===== src/bmpp_regs.svh =====
// timing counts, field positions and sizes for the base-memory page and prefetch block
`ifndef BMPP_REGS_SVH
`define BMPP_REGS_SVH
`define BMPP_PAGE_KEEP_BIT   7
`define BMPP_ALIAS_BIT       28
`define BMPP_WORD_LSB        2
`define BMPP_PAGE_LSB_ILV    11
`define BMPP_PAGE_LSB_NILV   10
`define BMPP_PRECHARGE_NS    15
`define BMPP_RAS_CAS_NS      20
`define BMPP_CAS_PULSE_NS    10
`define BMPP_CLK_PERIOD_NS   5
`define BMPP_SEQ_EARLY_CLKS  3
`define BMPP_CEIL_CYC(ns)    (((ns) + `BMPP_CLK_PERIOD_NS - 1) / `BMPP_CLK_PERIOD_NS)
`define BMPP_PRECHARGE_CYC   `BMPP_CEIL_CYC(`BMPP_PRECHARGE_NS)
`define BMPP_RAS_CAS_CYC     `BMPP_CEIL_CYC(`BMPP_RAS_CAS_NS)
`define BMPP_CAS_PULSE_CYC   `BMPP_CEIL_CYC(`BMPP_CAS_PULSE_NS)
`define BMPP_NORMAL_LAT      (`BMPP_PRECHARGE_CYC + `BMPP_RAS_CAS_CYC + `BMPP_CAS_PULSE_CYC)
`endif


===== src/bmpp_pkg.sv =====
// types shared by the base-memory page and prefetch block
package bmpp_pkg;
  typedef enum logic [2:0] {
    BMPP_IDLE,
    BMPP_PRECHARGE,
    BMPP_ROW,
    BMPP_CAS,
    BMPP_FETCH,
    BMPP_DONE
  } bmpp_state_t;

  typedef struct packed {
    logic        valid;
    logic        write;
    logic [31:0] addr;
    logic [31:0] wdata;
  } bmpp_req_t;

  typedef struct packed {
    logic        row_n;
    logic        col_n;
    logic        we_n;
    logic [31:0] addr;
    logic [31:0] wdata;
  } bmpp_mem_t;
endpackage


===== src/bmpp_ctrl.sv =====
// base-memory page-mode and read-prefetch controller
`timescale 1ns/1ps
`include "bmpp_regs.svh"

module bmpp_ctrl
  import bmpp_pkg::*;
#(
  parameter int unsigned PF_WORDS = 2
) (
  // clock and reset
  input  wire logic        i_core_clk,
  input  wire logic        i_rst,
  // configuration
  input  wire logic        i_page_keep_enable,
  input  wire logic        i_interleave,
  // cpu side request and answer
  input  wire bmpp_req_t   i_req,
  input  wire logic        i_other_access,
  output logic             o_ready,
  output logic             o_ack,
  output logic             o_seq_hit,
  output logic [31:0]      o_rdata,
  // dram side
  output logic             o_row_strobe_n,
  output logic             o_column_strobe_n,
  output logic             o_we_n,
  output logic [31:0]      o_mem_addr,
  output logic [31:0]      o_mem_wdata,
  input  wire logic [31:0] i_mem_rdata
);

  localparam int unsigned CW = 4;
  localparam logic [CW-1:0] PRE_C  = CW'(`BMPP_PRECHARGE_CYC);
  localparam logic [CW-1:0] RC_C   = CW'(`BMPP_RAS_CAS_CYC);
  localparam logic [CW-1:0] CAS_C  = CW'(`BMPP_CAS_PULSE_CYC);
  localparam logic [CW-1:0] SEQ_C  = CW'(`BMPP_NORMAL_LAT - `BMPP_SEQ_EARLY_CLKS);

  // ************************************************************
  // state
  // ************************************************************
  typedef struct packed {
    bmpp_state_t        st;
    logic [CW-1:0]      cnt;
    bmpp_req_t          cur;
    logic               keep;
    logic               page_open;
    logic [31:0]        page_row;
    logic               row_ilv;
    bmpp_mem_t          mem;
    logic [1:0]         pf_idx;
    logic               pf_valid;
    logic [31:0]        pf_next;
    logic [PF_WORDS-1:0][31:0] pf_data;
    logic               seq;
    logic               ack;
    logic [31:0]        rdata;
  } bmpp_all_t;

  bmpp_all_t s_q;
  bmpp_all_t s_d;

  // bit 28 dropped from the page compare so both aliases share one page
  function automatic logic [31:0] page_of(input logic [31:0] a, input logic ilv);
    logic [31:0] m;
    m = a;
    m[`BMPP_ALIAS_BIT] = 1'b0;
    if (ilv) begin
      page_of = m >> `BMPP_PAGE_LSB_ILV;
    end else begin
      page_of = m >> `BMPP_PAGE_LSB_NILV;
    end
  endfunction

  logic        hit;
  logic        seq_rd;
  logic [31:0] next_addr;

  always_comb begin
    // a row opened under the other page size never counts as a hit
    hit = s_q.page_open && (s_q.row_ilv == i_interleave)
          && (page_of(i_req.addr, i_interleave) == s_q.page_row);
    seq_rd = s_q.pf_valid && !i_req.write && (i_req.addr == s_q.pf_next);
    next_addr = s_q.cur.addr + 32'h0000_0004;
  end

  // ************************************************************
  // next state
  // ************************************************************
  always_comb begin
    s_d = s_q;
    s_d.ack = 1'b0;
    case (s_q.st)
      BMPP_IDLE: begin
        s_d.mem.col_n = 1'b1;
        if (i_req.valid) begin
          s_d.cur = i_req;
          s_d.seq = 1'b0;
          s_d.keep = i_page_keep_enable && i_req.addr[`BMPP_ALIAS_BIT];
          s_d.mem.addr = i_req.addr;
          s_d.mem.wdata = i_req.wdata;
          s_d.mem.we_n = !i_req.write;
          if (i_req.write) begin
            s_d.pf_valid = 1'b0;
          end
          if (seq_rd) begin
            // served from the buffer, no dram cycle
            s_d.seq = 1'b1;
            s_d.cnt = SEQ_C;
            s_d.st = BMPP_DONE;
          end else if (hit) begin
            s_d.cnt = CAS_C;
            s_d.mem.col_n = 1'b0;
            s_d.st = BMPP_CAS;
          end else begin
            s_d.cnt = PRE_C;
            s_d.mem.row_n = 1'b1;
            s_d.page_open = 1'b0;
            s_d.st = BMPP_PRECHARGE;
          end
        end
      end
      BMPP_PRECHARGE: begin
        s_d.cnt = s_q.cnt - 1'b1;
        if (s_q.cnt == 1) begin
          s_d.mem.row_n = 1'b0;
          s_d.cnt = RC_C;
          s_d.st = BMPP_ROW;
        end
      end
      BMPP_ROW: begin
        s_d.cnt = s_q.cnt - 1'b1;
        if (s_q.cnt == 1) begin
          s_d.mem.col_n = 1'b0;
          s_d.cnt = CAS_C;
          s_d.page_open = 1'b1;
          s_d.page_row = page_of(s_q.cur.addr, i_interleave);
          s_d.row_ilv = i_interleave;
          s_d.st = BMPP_CAS;
        end
      end
      BMPP_CAS: begin
        s_d.cnt = s_q.cnt - 1'b1;
        if (s_q.cnt == 1) begin
          s_d.mem.col_n = 1'b1;
          s_d.rdata = i_mem_rdata;
          s_d.ack = 1'b1;
          if (!s_q.cur.write && i_page_keep_enable) begin
            // two more words follow every read that misses the buffer while i_page_keep_enable is set; the row stays low until they are in,
            // so the page is only closed once the prefetch has finished
            s_d.pf_idx = 2'h0;
            s_d.pf_valid = 1'b0;
            s_d.mem.addr = next_addr;
            s_d.mem.we_n = 1'b1;
            s_d.st = BMPP_FETCH;
          end else begin
            s_d.st = BMPP_IDLE;
            if (!s_q.keep) begin
              s_d.mem.row_n = 1'b1;
              s_d.page_open = 1'b0;
            end // else row stays low
          end
        end
      end
      BMPP_FETCH: begin
        // fetch with one-cycle column pulses, half the page-hit CAS_C; page is still open here
        s_d.mem.col_n = !s_q.mem.col_n;
        if (!s_q.mem.col_n) begin
          s_d.pf_data[s_q.pf_idx[0]] = i_mem_rdata;
          s_d.pf_idx = s_q.pf_idx + 2'h1;
          s_d.mem.addr = s_q.mem.addr + 32'h0000_0004;
          if (s_q.pf_idx == 2'(PF_WORDS - 1)) begin
            s_d.pf_valid = 1'b1;
            s_d.pf_next = next_addr;
            s_d.mem.col_n = 1'b1;
            s_d.mem.row_n = !s_q.keep;
            if (!s_q.keep) begin
              s_d.page_open = 1'b0;
            end
            // read pointer for the words now waiting in the buffer
            s_d.pf_idx = 2'h0;
            s_d.st = BMPP_IDLE;
          end
        end
      end
      BMPP_DONE: begin
        s_d.cnt = s_q.cnt - 1'b1;
        if (s_q.cnt == 1) begin
          s_d.rdata = s_q.pf_data[s_q.pf_idx[0]];
          s_d.ack = 1'b1;
          // the next word in line may still be served from the buffer
          s_d.pf_idx = s_q.pf_idx + 2'h1;
          s_d.pf_next = s_q.pf_next + 32'h0000_0004;
          if (s_q.pf_idx == 2'(PF_WORDS - 1)) begin
            s_d.pf_valid = 1'b0;
          end
          if (!s_q.keep) begin
            s_d.mem.row_n = 1'b1;
            s_d.page_open = 1'b0;
          end
          s_d.st = BMPP_IDLE;
        end
      end
      default: s_d.st = BMPP_IDLE;
    endcase
    if (i_other_access) begin
      s_d.pf_valid = s_d.pf_valid;
    end
  end

  always_ff @(posedge i_core_clk) begin
    if (i_rst) begin
      s_q <= '0;
      s_q.st <= BMPP_IDLE;
      s_q.mem.row_n <= 1'b1;
      s_q.mem.col_n <= 1'b1;
      s_q.mem.we_n <= 1'b1;
    end else begin
      s_q <= s_d;
    end
  end

  // ************************************************************
  // outputs
  // ************************************************************
  assign o_ready = (s_q.st == BMPP_IDLE);
  assign o_ack = s_q.ack;
  assign o_seq_hit = s_q.seq;
  assign o_rdata = s_q.rdata;
  assign o_row_strobe_n = s_q.mem.row_n;
  assign o_column_strobe_n = s_q.mem.col_n;
  assign o_we_n = s_q.mem.we_n;
  assign o_mem_addr = s_q.mem.addr;
  assign o_mem_wdata = s_q.mem.wdata;

  // ************************************************************
  // checks
  // ************************************************************
  hit_no_row_a: assert property (@(posedge i_core_clk) disable iff (i_rst)
    (o_ready && i_req.valid && hit && !seq_rd) |=> s_q.st == BMPP_CAS && !o_row_strobe_n)
    else $error("page hit dropped row strobe");
  miss_precharge_a: assert property (@(posedge i_core_clk) disable iff (i_rst)
    (o_ready && i_req.valid && !hit && !seq_rd) |=> o_row_strobe_n && !s_q.page_open)
    else $error("page miss without precharge");
  keep_open_a: assert property (@(posedge i_core_clk) disable iff (i_rst)
    (s_q.st == BMPP_CAS && s_q.cnt == 1 && s_q.keep) |=> !o_row_strobe_n)
    else $error("page not held open");
  close_page_a: assert property (@(posedge i_core_clk) disable iff (i_rst)
    (!o_ready && s_d.st == BMPP_IDLE && !s_q.keep) |=> o_row_strobe_n)
    else $error("page not closed");
  write_flush_a: assert property (@(posedge i_core_clk) disable iff (i_rst)
    (o_ready && i_req.valid && i_req.write) |=> !s_q.pf_valid)
    else $error("prefetch kept over write");
  seq_early_a: assert property (@(posedge i_core_clk) disable iff (i_rst)
    (o_ready && i_req.valid && seq_rd) |=> ##6 o_ack)
    else $error("sequential read not early");
  keep_gate_a: assert property (@(posedge i_core_clk) disable iff (i_rst)
    (o_ready && i_req.valid && !i_page_keep_enable) |=> !s_q.keep)
    else $error("page kept while disabled");
  fetch_two_a: assert property (@(posedge i_core_clk) disable iff (i_rst)
    (s_q.st == BMPP_CAS && s_q.cnt == 1 && !s_q.cur.write && i_page_keep_enable)
    |=> s_q.st == BMPP_FETCH ##4 s_q.pf_valid)
    else $error("two-word prefetch missing");
  track_page_a: assert property (@(posedge i_core_clk) disable iff (i_rst)
    o_row_strobe_n && o_ready |-> !s_q.page_open)
    else $error("page tracked while closed");
  alias_keep_a: assert property (@(posedge i_core_clk) disable iff (i_rst)
    (o_ready && i_req.valid && !i_req.addr[`BMPP_ALIAS_BIT]) |=> !s_q.keep)
    else $error("page kept without bit 28");
  hit_time_a: assert property (@(posedge i_core_clk) disable iff (i_rst)
    (o_ready && i_req.valid && hit && !seq_rd) |=> !o_column_strobe_n ##2 o_ack)
    else $error("page hit not answered in time");
  miss_time_a: assert property (@(posedge i_core_clk) disable iff (i_rst)
    (o_ready && i_req.valid && !hit && !seq_rd) |=> ##9 o_ack)
    else $error("page miss not answered in time");
  precharge_high_a: assert property (@(posedge i_core_clk) disable iff (i_rst)
    (s_q.st == BMPP_PRECHARGE) |-> o_row_strobe_n)
    else $error("row strobe low in precharge");
  col_idle_a: assert property (@(posedge i_core_clk) disable iff (i_rst)
    o_ready |-> o_column_strobe_n)
    else $error("column strobe low while idle");
  fetch_row_a: assert property (@(posedge i_core_clk) disable iff (i_rst)
    (s_q.st == BMPP_FETCH) |-> !o_row_strobe_n && s_q.page_open)
    else $error("prefetch without an open row");
  seq_data_a: assert property (@(posedge i_core_clk) disable iff (i_rst)
    (s_q.st == BMPP_DONE && s_q.cnt == 1 && !s_q.pf_idx[0])
    |=> o_ack && o_seq_hit && (o_rdata == $past(s_q.pf_data[0])))
    else $error("buffered word not returned");
  other_keep_a: assert property (@(posedge i_core_clk) disable iff (i_rst)
    (o_ready && !i_req.valid && i_other_access && s_q.pf_valid) |=> s_q.pf_valid)
    else $error("prefetch lost on other access");

endmodule


===== config.mk =====
export PLATFORM = sky130hd
export DESIGN_NAME = bmpp_ctrl
export DESIGN_NICKNAME = d
export VERILOG_FILES = /design/src/bmpp_pkg.sv /design/src/bmpp_ctrl.sv
export VERILOG_INCLUDE_DIRS = /design/src
export SDC_FILE = /design/constraint.sdc
export NUM_CORES = 1
export LEC_CHECK = 0
export ABC_AREA = 1
export BUFFER_PORTS_ARGS = -buffer_cell sky130_fd_sc_hd__buf_2
export CORE_ASPECT_RATIO = 0.9
export CORE_MARGIN = 3
export CORE_UTILIZATION = 50
export DETAILED_ROUTE_END_ITERATION = 10
export PLACE_DENSITY = 0.81
export RECOVER_POWER = 100
export SETUP_SLACK_MARGIN = 0.02
export SKIP_CTS_REPAIR_TIMING = 1
export SYNTH_ARGS = -nofsm -noshare
export SYNTH_HDL_FRONTEND = slang
export SYNTH_SLANG_ARGS = --single-unit

===== constraint.sdc =====
create_clock -name i_core_clk -period 2.12 [get_ports i_core_clk]
set_input_delay 0.106 -clock i_core_clk [delete_from_list [all_inputs] [get_ports i_core_clk]]
set_output_delay 0.106 -clock i_core_clk [all_outputs]
set_load 0.02 [all_outputs]

Word-level counts from Yosys, hierarchy flattened
Index checks and enable logic that the tools add are counted.
Widths: inputs -> output; s select.
- $add $sub $neg: 5
- $lt $le $gt $ge: 2
- eq/ne operators: 23
- multiplexer cells: 61
- bitwise gates (word level): 1
- reductions and logical operators: 37
- operator list (operator ; number):
    $mux 32 ; 4
    $mux 35 ; 3
    $mux 33 ; 3
    $mux 99 ; 1
    $add 32x3->32 const B ; 3
    $pmux 32 s3 ; 1
    $mux 75 ; 1
    $mux 67 ; 1
    $pmux 33 s2 ; 1
    $bwmux 64 ; 1
    $pmux 32 s2 ; 1
    $mux 22 ; 2
    $mux 34 ; 1
    $demux 32 s1 ; 1
    $eq 22x32->1 ; 1
    $eq 32x32->1 ; 1
    $ne 2x2->1 const B ; 13
    $mux 3 ; 7
    $mux 7 ; 3
    $reduce_and 10->1 ; 2
    $mux 1 ; 18
    $pmux 3 s6 ; 1
    $pmux 4 s4 ; 1
    $reduce_bool 4->1 ; 3
    30 further kinds ; 55
- register bits after elaboration: 276
- bits of input ports: 103

Depth between registers and ports, before layout
Gate-level depths: netlist of the first run.
- word-level depth: 7
- mapped depth: 17

Least setup slack after synthesis of the first run
No wires, ideal clock.
- path type: register to register
- start point: register s_q[306] (netlist name)
- end point: register s_q, in the netlist o_mem_addr[23]
- arrival time: 1664 ps
- required time: 2004 ps
- slack: 340 ps
- cell stages (with the launch flop): 13
- path buffers: 2
- period minus slack after synthesis: 1780 ps
- path through: dfxtp_1 > nor2_4 > inv_1 > nor2_2 > nand2_1 > nand2_1 > inv_1 > nand2_1 > nor2_2 > buf_4 > buf_2 > o211ai_1 > inv_1
- cells in the longest elaborated chain, start to end: 3
- elaborated cells between the ends (all ways): 10
- ends and longest elaborated chain (element ; RTL line ; source):
    start, declared ; bmpp_ctrl.sv:59 ; bmpp_all_t s_q;
    $logic_not 3->1 * ; n/a ;
    named net o_ready ; bmpp_ctrl.sv:19 ; output logic o_ready,
    $ne 2x2->1 (no line) or $reduce_bool 3->1 (tied branches) ; n/a ;
    $reduce_and 5->1 (no line) ; n/a ;
Mark *: on every way through the listed nets, which the timed path passes. The rest lies on a longest branch.
A chain may end at the register's enable or synchronous reset.

Worst setup path in the final report of the first run
- start point: register s_q[283] (netlist name)
- end point: register s_q[124] (netlist name)
- cells in the longest elaborated chain, start to end: 4
- ends and longest elaborated chain (element ; RTL line ; source):
    $add 32x3->32 ; bmpp_ctrl.sv:83 ; next_addr = s_q.cur.addr + 32'h0000_0004;
    $mux 35 ; bmpp_ctrl.sv:171 ; if (s_q.pf_idx == 2'(PF_WORDS - 1)) begin
    $mux 99 ; bmpp_ctrl.sv:167 ; if (!s_q.mem.col_n) begin
    $pmux 32 s2 ; bmpp_ctrl.sv:92 ; case (s_q.st)
Every way passes these cells. The select of a mux whose other input is x is not followed.

==> results.toml, run 1 <==
[cts]
cts_root_buffer = "clkbuf_16"
clk_latency_ns = 0.57
cts_buffer_depth = 3
cts_buffers = 30
clkSinkCount = 265
h-tree-depth = 1
path_clk_slew_ns = 0.07
cts_tree = "done"

[global_route]
grt_pass1_vias = 15004
grtUsageMet3_pct = 5.13
grtUsageTotal_pct = 30.3
overflow = 0
met2_usage_pct = 49.0
grt_pass1_wl_um = 80300
grtUsageMet1_pct = 42.1
grt_max_degree = 99
antenna_found_initial = 0
gr-max-usage-layer = "met2"

[timing]
maxSlewViolCount = 0
max_freq_mhz = 497
timing.final.crit_share_pct = 94.8
min_period_ns = 2.01
finalSetupViolCount = 0
hold_violations = 1
relSlewSlack_pct = 40.1
whs_ns = -0.0164
worstMarginPinSlew_ns = 0.898
clock_skew_ns = 0.00897
grt_setup_unrepaired = "yes"

[die]
die_x_um = 190
die_area_sq_um = 32700
die_height_um = 172
start_util_pct = 51.0
row_count = 60
core-area_sq_um = 30000
ios = 205

[layout]
final_util_pct = 62.2
stdcell_count = 2992
diodes = 0
multiInputGateArea_sq_um = 7980
area_growth_pct = 22.0
regArea_sq_um = 5320
final.fill_count = 2805
drive_above_1_share_pct = 13.5
fin_nets = 2675
fin_area_sq_um = 18700

[synth]
synth_seq_cells = 265
yosysWarnings = 0
yosys.area.top_type_share_pct = 34.7
synthDistinctLibCells = 48
synth_common_cells = "518 x nand2_1, 280 x o21ai_0, 265 x dfxtp_1"
synth_top_area_cell = "dfxtp_1"
synth-seq-area-share_pct = 34.7
synthArstFlopShare_pct = 0
syn-num-nets = 2460
syn_area_sq_um = 15300
synth-edff-count = 0
synth_area_leaders = "dfxtp_1 35%, nand2_1 13%, o21ai_0 9.2%, inv_1 5.7%, a21oi_1 5.6%"
synth_top_flop_cell = "dfxtp_1"
syn_inst = 2350
synth.most_common_cell = "nand2_1"
synth.avg_cell_area_sq_um = 6.51

[setup_path]
cp.required_ns = 2.58
end_kind = "flop"
critPathLaunch = "s_q[283]$_SDFFE_PP0P_"
rrSetupSlack_ns = 0.11
crit_path_top_delay_cell = "dfxtp_1"
cp_data_arrival_time_ns = 2.47
startpoint_type = "flop"
max_stage_delay_ns = 0.47
timing.rr.end = "s_q[124]$_SDFFE_PP0P_"
cp-endpoint = "s_q[124]$_SDFFE_PP0P_"
worstPathMaxFanout = 6
path_cells = "nand2_1 -> nor2_1 -> nand4_1 -> nor3_1 -> buf_4 -> nand2_1 -> nand3_1 -> nand2_1 -> nor2_1 -> nor2_1"
rr_startpoint = "s_q[283]$_SDFFE_PP0P_"
reg2reg_depth = 10
crit_type = "reg -> reg"

[detailed_routing]
post_drt_wl_per_cell_um = 18.1
drt-initial-drc-count = 1811
dr.pass1.iters = 6
remaining_drc_errors = 0
via_count = 17076
drt-total-wl_um = 54200
via_per_inst = 5.71
drtAntennaViolNets = 0

[pwr]
vdd_drop_max_mv = 0.662
power_density_nw_per_um2 = 729
leakage_nw = 7.57

[hold_path]
worstHoldPathType = "in -> reg"

[placement]
placed_cell_area_sq_um = 16400
gp_congestion = 0.988
dp_cells = 2832
hpwl_um = 38400
io_buffers = 203

[run_status]
status = "finished, violations left"
violations = "hold timing"

[flow_run]
drv_cap = 0
==> worst max-delay path: cells and delay by family, from the launching register on <==
kind	cells	cell delay, ns
buffers and inverters	1	0.18
flip-flops	1	0.47
AND/OR/NAND/NOR	9	1.26
==> kinds of logic (layout without fill, tap and decap cells) <==
| kind of cell | count (synthesis) | count (layout) | synth area share [%] |
|---|---|---|---|
| compound gates | 582 | 582 | 21.1 |
| xor+xnor | 20 | 20 | 1.14 |
| fa+ha+maj | 7 | 7 | 0.572 |
| buf+inv | 464 | 703 | 14.2 |
| flops | 265 | 265 | 34.7 |
| simple gates | 1012 | 1012 | 28.3 |
==> how the worst min path moves through the flow <==
stage / start / endpoint / slack, ns / cells after the start
2_1_floorplan: i_req[0] / o_mem_wdata[0]$_SDFFE_PP0P_ / 0.24 / 2
3_3_place_gp: i_req[19] / o_mem_wdata[19]$_SDFFE_PP0P_ / 0.33 / 3
3_5_place_dp: i_req[31] / o_mem_wdata[31]$_SDFFE_PP0P_ / 0.34 / 3
4_1_cts: i_req[26] / o_mem_wdata[26]$_SDFFE_PP0P_ / -0.26 / 3
5_1_grt: i_rst / o_column_strobe_n$_SDFFE_PP1P_ / 0.02 / 3
6_report: i_rst / o_column_strobe_n$_SDFFE_PP1P_ / -0.02 / 3
==> per-layer routing <==
layer	vias to the layer above	share of wire [%]	wire length, um
met4	0	3.6	1980
met2	854	46	24900
li1	8135	-	-
met3	156	8.7	4690
met1	7931	42	22600
met5	-	0	0
==> power breakdown <==
group          internal (W)  total, W  switching (W)
Combinational      0.000788   0.00222        0.00143
Sequential          0.00524   0.00552       0.000280
Clock               0.00361   0.00588        0.00227
==> metrics by stage <==
| step | setup slack, ns | total power, W | hold slack [ns] | TNS (ns) |
|---|---|---|---|---|
| after global routing | -0.0210 | 0.0141 | 0.0167 | -0.0301 |
| after CTS | 0.00775 | 0.0135 | -0.263 | 0 |
| after global placement | 0.0984 | 0.00759 | 0.327 | 0 |
| after floorplan | 0.340 | 0.00699 | 0.241 | 0 |
| final | 0.109 | 0.0136 | -0.0164 | 0 |
| after detailed placement | 0.0497 | 0.00764 | 0.337 | 0 |
==> cell type report <==
class / count / share of cell area, %
well taps: 403 / 2.70
multi-input cells: 1621 / 42.7
clock buffers: 36 / 4.35
repair buffers: 400 / 15.0
clock inverters: 20 / 1.68
flip-flops and latches: 265 / 28.5
inverters: 247 / 5.03
==> layout by cell type, fill, tap and decap left out, types with 24 or more instances in the layout <==
master | synthesis | final
a21oi_1 | 172 | 171
a221oi_1 | 39 | 36
a31oi_1 | 39 | 39
buf_2 | 32 | 102
buf_4 | 103 | 80
clkbuf_1 | 78 | 103
clkbuf_16 | 0 | 30
dfxtp_1 | 265 | 253
dlygate4sd3_1 | 0 | 99
inv_1 | 231 | 231
nand2_1 | 518 | 512
nand3_1 | 152 | 152
nand4_1 | 24 | 24
nor2_1 | 229 | 219
nor3_1 | 33 | 30
o21ai_0 | 280 | 279
Note: power is estimated with default switching activity, not from simulation.
==> inputs of run 2 (changes only) <==
CORE_UTILIZATION = 59   (was 50)
PLACE_DENSITY = 0.91   (was 0.81)
==> run 2 against run 1 <==
Against the previous run: the flow still finishes with violations (hold timing); critical path depth decreased by 1; sequential share of layout area rose by 0.70 points; via count increased by 2.8%; power decreased by 4.6%; register-to-register slack lost 0.05 ns; maximum frequency is 2.6% lower; non-clock buffer count decreased by 12; first-iteration DRC count is 35% higher; utilization is 9.8 points higher; hold slack got worse by 0.017 ns; sequential power barely moved; count of clock-buffer cells in the layout is 6 lower; critical path type unchanged; critical endpoint is now o_rdata[16]$_SDFFE_PP0P_; highest routed layer unchanged.
==> results.toml, run 2 (synthesis gave the netlist of run 1 again) <==
[layout]
final_cell_mix = "518 x nand2_1, 279 x o21ai_0, 251 x dfxtp_1, 233 x inv_1, 220 x nor2_1"
final_util_pct = 72.0
drive_above_1_share_pct = 12.7
fin_area_sq_um = 18200
fin_nets = 2661
diodes = 0
final.fill_count = 2139
final_common_cell = "nand2_1"
area_growth_pct = 19.1

[die]
start_util_pct = 60.4
die_area_sq_um = 27900
row_count = 55
die_height_um = 159
ios = 205
core-area_sq_um = 25300
die_x_um = 176

[timing]
worstMarginPinSlew_ns = 0.911
max_freq_mhz = 485
clock_skew_ns = 0.0197
whs_ns = -0.0332
timing.final.crit_share_pct = 97.4
finalSetupViolCount = 0
maxSlewViolCount = 0
min_period_ns = 2.06
hold_violations = 3
relSlewSlack_pct = 39.3
fin_tns_setup_ns = 0

[setup_path]
crit_family = "buffers and inverters"
worstPathMaxFanout = 33
startpoint_type = "flop"
reg2reg_depth = 9
rrSetupSlack_ns = 0.06
crit_type = "reg -> reg"
crit_path_top_delay_cell = "a221oi_1"
cp_num_buf_inv = 4
cp_data_arrival_time_ns = 2.49
end_kind = "flop"
cp.required_ns = 2.54
path_cells = "inv_1 -> nor2_4 -> inv_2 -> nand2_1 -> inv_1 -> nor2_4 -> inv_2 -> a221oi_1 -> nor2_1"
max_stage_delay_ns = 0.42
timing.rr.end = "o_rdata[16]$_SDFFE_PP0P_"
rr_startpoint = "s_q[305]$_SDFFE_PP0P_"

[pwr]
leakage_nw = 7.41
power_density_nw_per_um2 = 712
vdd_drop_max_mv = 0.642
finalPower_w = 0.0130

[cts]
clk_latency_ns = 0.56
path_clk_slew_ns = 0.07
cts_buffers = 28
cts_buffer_depth = 3
cts_root_buffer = "clkbuf_16"
h-tree-depth = 1
cts_tree = "done"
clkSinkCount = 265

[detailed_routing]
drt-total-wl_um = 54000
drt-initial-drc-count = 2453
post_drt_wl_per_cell_um = 18.5
via_per_inst = 6.02
dr.pass1.iters = 6
drtAntennaViolNets = 0
remaining_drc_errors = 0
via_count = 17554

[global_route]
grt_pass1_vias = 15364
gr-max-usage-layer = "met2"
grt_max_degree = 99
overflow = 0
grtUsageTotal_pct = 34.8
met2_usage_pct = 54.0
grtUsageMet3_pct = 6.12
grtUsageMet1_pct = 48.3
grt_pass1_wl_um = 80200
antenna_found_initial = 0

[hold_path]
min_from = "i_req[65]"
worstHoldPathType = "in -> reg"
whs_path_depth = 3
min_to = "o_we_n$_SDFFE_PP1P_"

[flow_run]
drv_cap = 0

[placement]
gp_congestion = 1.03
placed_cell_area_sq_um = 16200
io_buffers = 203
hpwl_um = 36600

[run_status]
status = "finished, violations left"
violations = "hold timing"
[run 2: cell count changes in the layout (fill, tap and decap cells not counted), sizes merged]
cell	before	now
buf	200	178
bufinv	7	5
clkbuf	137	146
clkinvlp	5	8
dlygate4sd3	99	94
[run 2: worst register-to-register path, cell delays in order (launching register included)]
cell and delay, ns:
dfxtp_1 0.41, inv_1 0.13, nor2_4 0.18, inv_2 0.10, nand2_1 0.08, inv_1 0.09, nor2_4 0.11, inv_2 0.27
a221oi_1 0.44, nor2_1 0.12
[run 2: cell type report]
type | count | area (sq um) | area share [%]
clock inverter | 21 | 264 | 1.45
inverter | 247 | 945 | 5.18
multi-input combinational | 1621 | 7990 | 43.8
timing repair buffer | 388 | 2560 | 14.0
sequential | 265 | 5330 | 29.2
tap | 342 | 428 | 2.35
clock buffer | 30 | 728 | 3.99
[run 2: layer usage]
| layer | vias up | wire length [um] |
|---|---|---|
| met1 | 8005 | 21100 |
| met3 | 232 | 6180 |
| met2 | 1223 | 23900 |
| li1 | 8094 | - |
| met5 | - | 0 |
| met4 | 0 | 2890 |
[run 2: how the worst max path moves through the flow]
| stage | startpoint | to | slack [ns] | depth (start not counted) |
|---|---|---|---|---|
| finish | s_q[305]$_SDFFE_PP0P_ | o_rdata[16]$_SDFFE_PP0P_ | 0.06 | 9 |
| global route | s_q[307]$_SDFFE_PP0P_ | o_rdata[16]$_SDFFE_PP0P_ | -0.06 | 8 |
| CTS | o_mem_addr[2]$_SDFFE_PP0P_ | o_mem_addr[24]$_SDFFE_PP0P_ | -0.02 | 12 |
| detailed placement | o_mem_addr[2]$_SDFFE_PP0P_ | o_mem_addr[24]$_SDFFE_PP0P_ | 0.004 | 12 |
| global placement | s_q[269]$_SDFFE_PP0P_ | o_mem_addr[20]$_SDFFE_PP0P_ | 0.12 | 12 |
| floorplan | s_q[306]$_SDFFE_PP0P_ | o_mem_addr[23]$_SDFFE_PP0P_ | 0.34 | 12 |
[run 2: metrics by stage]
step | setup slack, ns | instances
after global routing | -0.0634 | 2914
after global placement | 0.116 | 2763
after detailed placement | 0.00450 | 2763
after CTS | -0.0196 | 2814
final | 0.0561 | 2914
after floorplan | 0.340 | 2350
[run 2: where the power goes]
part	internal [W]	switching, W
sequential	0.00524	0.000266
combinational	0.000738	0.00143
clock	0.00311	0.00221
total	0.00909	0.00390
